**src/supervisor_cfg.svh**
```systemverilog
// Timing and output polarity constants for the supply supervisor reset logic
`ifndef SUPERVISOR_CFG_SVH
`define SUPERVISOR_CFG_SVH
`define CLK_HZ 40000000
`define HOLD_SHORT_MS 10
`define HOLD_LONG_MS 200
`define HOLD_SHORT_CYC ((`CLK_HZ / 1000) * `HOLD_SHORT_MS)
`define HOLD_LONG_CYC ((`CLK_HZ / 1000) * `HOLD_LONG_MS)
`define RESET_ACTIVE_HIGH 1'b0
`endif

```
**src/supervisor_pkg.sv**
```systemverilog
// Types for the supply supervisor reset logic
package supervisor_pkg;
    typedef enum logic [2:0] {
        ST_ASSERT = 3'b001,
        ST_HOLD = 3'b010,
        ST_RUN = 3'b100
    } sup_state_e;
    typedef logic [23:0] hold_count_t;
endpackage : supervisor_pkg

```
**src/hold_timer.sv**
```systemverilog
// Down counter that times the reset hold delay
`timescale 1ns/100ps
`default_nettype none
module hold_timer #(
    parameter int W = 24
) (
    // Clock and reset
    input wire logic clk,
    input wire logic reset,
    // Control
    input wire logic load,
    input wire logic [W-1:0] load_value,
    // Status
    output logic done
);
    logic [W-1:0] count_reg;
    logic [W-1:0] count_next;
    assign count_next = load ? load_value :
        (count_reg != '0) ? count_reg - {{(W-1){1'b0}}, 1'b1} : count_reg;
    assign done = (count_reg == '0) && !load;
    always_ff @(posedge clk) begin
        if (reset) begin
            count_reg <= '0;
        end else begin
            count_reg <= count_next;
        end
    end
endmodule : hold_timer
`default_nettype wire

```
**src/supply_supervisor_reset_logic.sv**
```systemverilog
// Reset generation logic of a supply voltage supervisor
`timescale 1ns/100ps
`default_nettype none
`include "supervisor_cfg.svh"
module supply_supervisor_reset_logic
    import supervisor_pkg::*;
#(
    parameter int HOLD_SHORT = `HOLD_SHORT_CYC,
    parameter int HOLD_LONG = `HOLD_LONG_CYC,
    parameter bit ACTIVE_HIGH = `RESET_ACTIVE_HIGH
) (
    // Clock and reset
    input wire logic clk,
    input wire logic reset,
    // Comparator results and pins
    input wire logic above_upper_threshold,
    input wire logic below_lower_threshold,
    input wire logic manual_trigger_n,
    input wire logic delay_select,
    // Reset output
    output logic sys_reset_out
);
    sup_state_e state_reg;
    sup_state_e state_next;
    logic cause;
    logic load;
    logic done;
    logic [23:0] hold_value;
    logic rst_active_reg;
    logic rst_active_next;

    // Undervoltage latches until the upper threshold is passed (hysteresis)
    logic uv_reg;
    logic uv_next;
    assign uv_next = below_lower_threshold ? 1'b1 :
        (above_upper_threshold ? 1'b0 : uv_reg);
    assign cause = uv_next || !manual_trigger_n;
    assign hold_value = delay_select ? 24'(HOLD_LONG) : 24'(HOLD_SHORT);
    // Timer reloads while a cause stands and on the first quiet edge,
    // so a reset release with no cause still waits out the full delay
    assign load = cause || (state_reg == ST_ASSERT);

    hold_timer #(.W(24)) u_timer (
        .clk(clk),
        .reset(reset),
        .load(load),
        .load_value(hold_value),
        .done(done)
    );

    always_comb begin
        state_next = state_reg;
        case (state_reg)
            ST_ASSERT: begin
                if (!cause) begin
                    state_next = ST_HOLD;
                end
            end
            ST_HOLD: begin
                if (cause) begin
                    state_next = ST_ASSERT;
                end else if (done) begin
                    state_next = ST_RUN;
                end
            end
            ST_RUN: begin
                if (cause) begin
                    state_next = ST_ASSERT;
                end
            end
            default: state_next = ST_ASSERT;
        endcase
    end

    // Active while a cause stands or the delay has not yet run out
    assign rst_active_next = cause || (state_next != ST_RUN);

    always_ff @(posedge clk) begin
        if (reset) begin
            state_reg <= ST_ASSERT;
            uv_reg <= 1'b1;
            rst_active_reg <= 1'b1;
        end else begin
            state_reg <= state_next;
            uv_reg <= uv_next;
            rst_active_reg <= rst_active_next;
        end
    end

    // Polarity fixed at build time; one pin only
    logic out_level_next;
    assign out_level_next = ACTIVE_HIGH ? rst_active_next : !rst_active_next;
    always_ff @(posedge clk) begin
        if (reset) begin
            sys_reset_out <= ACTIVE_HIGH;
        end else begin
            sys_reset_out <= out_level_next;
        end
    end

    // Checker helper: cycles since the last cause, saturating
    localparam int QUIET_W = 25;
    logic [QUIET_W-1:0] quiet_cnt_reg;
    logic [QUIET_W-1:0] quiet_cnt_next;
    logic [QUIET_W-1:0] hold_expect;
    logic quiet_sat;
    assign quiet_sat = &quiet_cnt_reg;
    assign quiet_cnt_next = cause ? '0 :
        (quiet_sat ? quiet_cnt_reg : quiet_cnt_reg + {{(QUIET_W-1){1'b0}}, 1'b1});
    // Quiet count at which the output is first seen inactive
    assign hold_expect = delay_select ? QUIET_W'(HOLD_LONG + 2) : QUIET_W'(HOLD_SHORT + 2);
    always_ff @(posedge clk) begin
        if (reset) begin
            quiet_cnt_reg <= '0;
        end else begin
            quiet_cnt_reg <= quiet_cnt_next;
        end
    end
endmodule : supply_supervisor_reset_logic
`default_nettype wire

```
**config.mk**
```make
export PLATFORM = sky130hd
export DESIGN_NAME = supply_supervisor_reset_logic
export DESIGN_NICKNAME = d
export VERILOG_FILES = /design/src/supervisor_pkg.sv /design/src/hold_timer.sv /design/src/supply_supervisor_reset_logic.sv
export VERILOG_INCLUDE_DIRS = /design/src /design/src/src
export SDC_FILE = /design/constraint.sdc
export NUM_CORES = 1
export LEC_CHECK = 0
export BUFFER_PORTS_ARGS = -buffer_cell sky130_fd_sc_hd__buf_2
export CORE_UTILIZATION = 54
export CTS_CLUSTER_DIAMETER = 120
export DETAILED_ROUTE_END_ITERATION = 10
export PLACE_DENSITY_LB_ADDON = 0.25
export SYNTH_ARGS = -nofsm -noshare
export SYNTH_HDL_FRONTEND = slang
export SYNTH_SLANG_ARGS = --single-unit
export TNS_END_PERCENT = 1
```
**constraint.sdc**
```tcl
create_clock -name clk -period 1.9 [get_ports clk]
set_input_delay 0.285 -clock clk [delete_from_list [all_inputs] [get_ports clk]]
set_output_delay 0.285 -clock clk [all_outputs]
set_load 0.005 [all_outputs]
```
==> results.json <==
{
  "dp_hpwl_mm": 3.01,
  "fill_cells": 160,
  "skew_ps": 9.20,
  "crit_family": "simple AND/OR/NAND/NOR gates",
  "violations": "setup timing",
  "clock_path_buffers": 2,
  "postRouteAntennaNets": 0,
  "wl_per_cell_um": 16.1,
  "fin_ws_ps": -121,
  "clkSlewWorstSetupHoldPaths_ps": 90,
  "cts_tree": "done",
  "io_pins": 7,
  "r2r_end": "u_timer.count_reg[11]",
  "drc": 0,
  "cts_hold_buf": 0,
  "p_switching_mw": 0.346,
  "fin_cells": 258,
  "grt_pass1_wl_mm": 6.52,
  "cts_made_buffers": 5,
  "critical_path_required_ps": 2110,
  "p_seq_share_pct": 51.3,
  "fmax_mhz": 495,
  "syn_area_sq_um": 1510,
  "via_per_inst": 5.98,
  "drtIter0Drc": 37,
  "regToRegStartpoint": "u_timer.count_reg[17]",
  "dpl.cell_count": 248,
  "setup_viol": 18,
  "end_kind": "flip-flop",
  "cp-endpoint": "u_timer.count_reg[11]",
  "hp-class": "input pin to flip-flop",
  "path_class": "flip-flop to flip-flop",
  "antenna_found_initial": 0,
  "root_buffer": "clkbuf_4",
  "antennaDiodeCount": 0,
  "ys.flop_type": "dfxtp_1",
  "dieWidth_um": 54.9,
  "arrival_ps": 2230,
  "gp_congestion": 0.902,
  "num-nets-final": 236,
  "drv_slew": 0,
  "p_comb_share_pct": 16.9,
  "ir_drop_mv": 0.686,
  "synth_top_area_share_pct": 38.4,
  "path_buf_inv": 1,
  "crit_fanout": 6,
  "avgSynthCellArea_sq_um": 8.74,
  "worst_slew_pin_slew_ps": 579,
  "path_common_cell": "or3_4",
  "initial_utilization_pct": 58.9,
  "syn_nets": 181,
  "ys_seq_area_share_pct": 38.4,
  "rsz0062_at_grt": "true",
  "grt_pass1_vias": 1472,
  "cap_violations": 0,
  "overflow": 0,
  "period_share_pct": 106,
  "worstSkewPairLatency_ps": 340,
  "synth_largest_area_cell": "dfxtp_1",
  "hold_violations": 0,
  "htreeDepth": 2,
  "grt_max_degree": 10,
  "rr_worst_depth": 6,
  "ys_seq_elements": 29,
  "dr.pass1.iters": 6,
  "yosysWarnings": 0,
  "crit_chain": "or4_4 -> or3_4 -> or3_4 -> buf_4 -> nand2_4 -> o21ai_1",
  "status": "finished, violations left",
  "synth_cell_type_count": 45,
  "vias": 1544,
  "synthArstFlopShare_pct": 0,
  "r2r_slack_ps": -120,
  "internal_power_mw": 0.907,
  "die_area_sq_um": 3010,
  "area_delta_synth_final_pct": 36.8,
  "largest_reg_flops": 24,
  "cp_slowest_cell": "or4_4",
  "crit_cells": 6,
  "fin_util_pct": 80.6,
  "slew_headroom_pct": 61.3,
  "synth.area.top_cells": "dfxtp_1, nor2_1, xnor2_1",
  "rows": 18,
  "die_y_um": 54.9,
  "power_leakage_nw": 0.866,
  "fp.coreArea_sq_um": 2570,
  "startpoint_type": "flip-flop",
  "synth-edff-count": 0,
  "cpPeakStageDelay_ps": 530,
  "wl_mm": 4.15,
  "layout_min_cycle_time_ps": 2020,
  "crit_start": "u_timer.count_reg[17]",
  "drive_above_1_share_pct": 43.0,
  "io_buffers": 6,
  "grt_usage_pct": 31.4,
  "synthesis.instances": 173,
  "sw_frac_of_total_pct": 27.6,
  "pwr-share-clk_pct": 31.8,
  "powerDensity_nw_per_um2": 606,
  "cts.sinks": 29
}
[cell usage in the layout (no fill, tap or decap), types with 3 or more instances in the layout]
cell type | Yosys | final
buf_4 | 0 | 44
dfxtp_1 | 29 | 25
nor2_1 | 22 | 20
nand2_1 | 15 | 12
xnor2_1 | 9 | 9
nor3_1 | 9 | 7
o21ai_1 | 0 | 6
o31ai_1 | 6 | 6
buf_2 | 1 | 6
nand4_1 | 5 | 5
clkbuf_4 | 0 | 5
a211oi_2 | 0 | 4
dfxtp_2 | 0 | 4
inv_1 | 3 | 3
nand2b_1 | 3 | 3
or3_2 | 3 | 3
a31oi_1 | 4 | 3
or4_2 | 3 | 3
[layer usage]
layer  track usage, %  routed length [um]  up-vias  share of wire, %
met5                0                   0        -                 0
met4             12.1                  68        0               1.6
met3             10.1                 173       10               4.2
met2             51.4                2110       39                51
met1             38.0                1800      740                43
li1                 -                   -      755                 -
[layout make-up]
class / count / area, sq um / area share (%)
inverters: 3 / 11.3 / 0.544
flip-flops and latches: 29 / 586 / 28.3
clock inverters: 1 / 7.51 / 0.363
multi-input cells: 137 / 983 / 47.5
clock buffers: 6 / 51.3 / 2.48
repair buffers: 52 / 392 / 18.9
well taps: 30 / 37.5 / 1.81
[synth_stat cells, types with 3 or more instances]
| cell type | instances |
|---|---|
| a211oi_1 | 6 |
| a21oi_1 | 4 |
| a31oi_1 | 4 |
| dfxtp_1 | 29 |
| inv_1 | 3 |
| nand2_1 | 15 |
| nand2b_1 | 3 |
| nand4_1 | 5 |
| nor2_1 | 22 |
| nor3_1 | 9 |
| nor4_1 | 3 |
| o21ai_0 | 8 |
| o31ai_1 | 6 |
| or3_1 | 3 |
| or3_2 | 3 |
| or4_2 | 3 |
| xnor2_1 | 9 |
[through the flow]
stage	TNS, ps	total power [mW]	hold slack, ps	setup slack (ps)	instance area (sq um)
2_1_floorplan	-2070	0.754	354	-146	1540
3_3_place_gp	-2390	0.837	479	-168	1910
3_5_place_dp	-3150	0.846	494	-210	1910
4_1_cts	-1590	1.25	135	-118	2010
5_1_grt	-2680	1.30	124	-178	2070
6_report	-1370	1.25	141	-121	2070
[logic make-up (layout without fill, tap and decap cells)]
kind of cell,after synthesis,after routing,share of synthesized area [%]
DFF,29,29,38.4
xor gates and xnor gates,11,11,6.37
adders and majority gates,2,2,1.66
AOI/OAI and AO/OA,34,34,15.0
and+or+nand+nor,89,89,35.5
muxes,1,1,0.662
buffers and inverters,7,62,2.40
[how the worst min path moves through the flow]
stage | slack (ps) | depth (start not counted) | to | from
after floorplan | 350 | 1 | u_timer.count_reg[12] | reset
after global placement | 480 | 1 | state_reg[1] | state_reg[2]
after detailed placement | 490 | 2 | uv_reg | below_lower_threshold
after CTS | 130 | 2 | uv_reg | below_lower_threshold
after global routing | 120 | 2 | uv_reg | below_lower_threshold
final | 140 | 2 | uv_reg | below_lower_threshold
[power by group through the flow]
stage | clock network (mW) | logic [mW] | registers, mW
after floorplan | 0 | 0.102 | 0.652
after global placement | 0 | 0.184 | 0.653
after detailed placement | 0 | 0.192 | 0.654
after CTS | 0.407 | 0.201 | 0.640
after global routing | 0.431 | 0.228 | 0.644
final | 0.399 | 0.211 | 0.643
[repair_timing]
item	4_1_cts	5_1_grt
endpoints found under the setup margin	25	27
buffers inserted	1	2
resized for setup	9	15
pin swaps	8	8
Power figures use the tool's default switching activity.
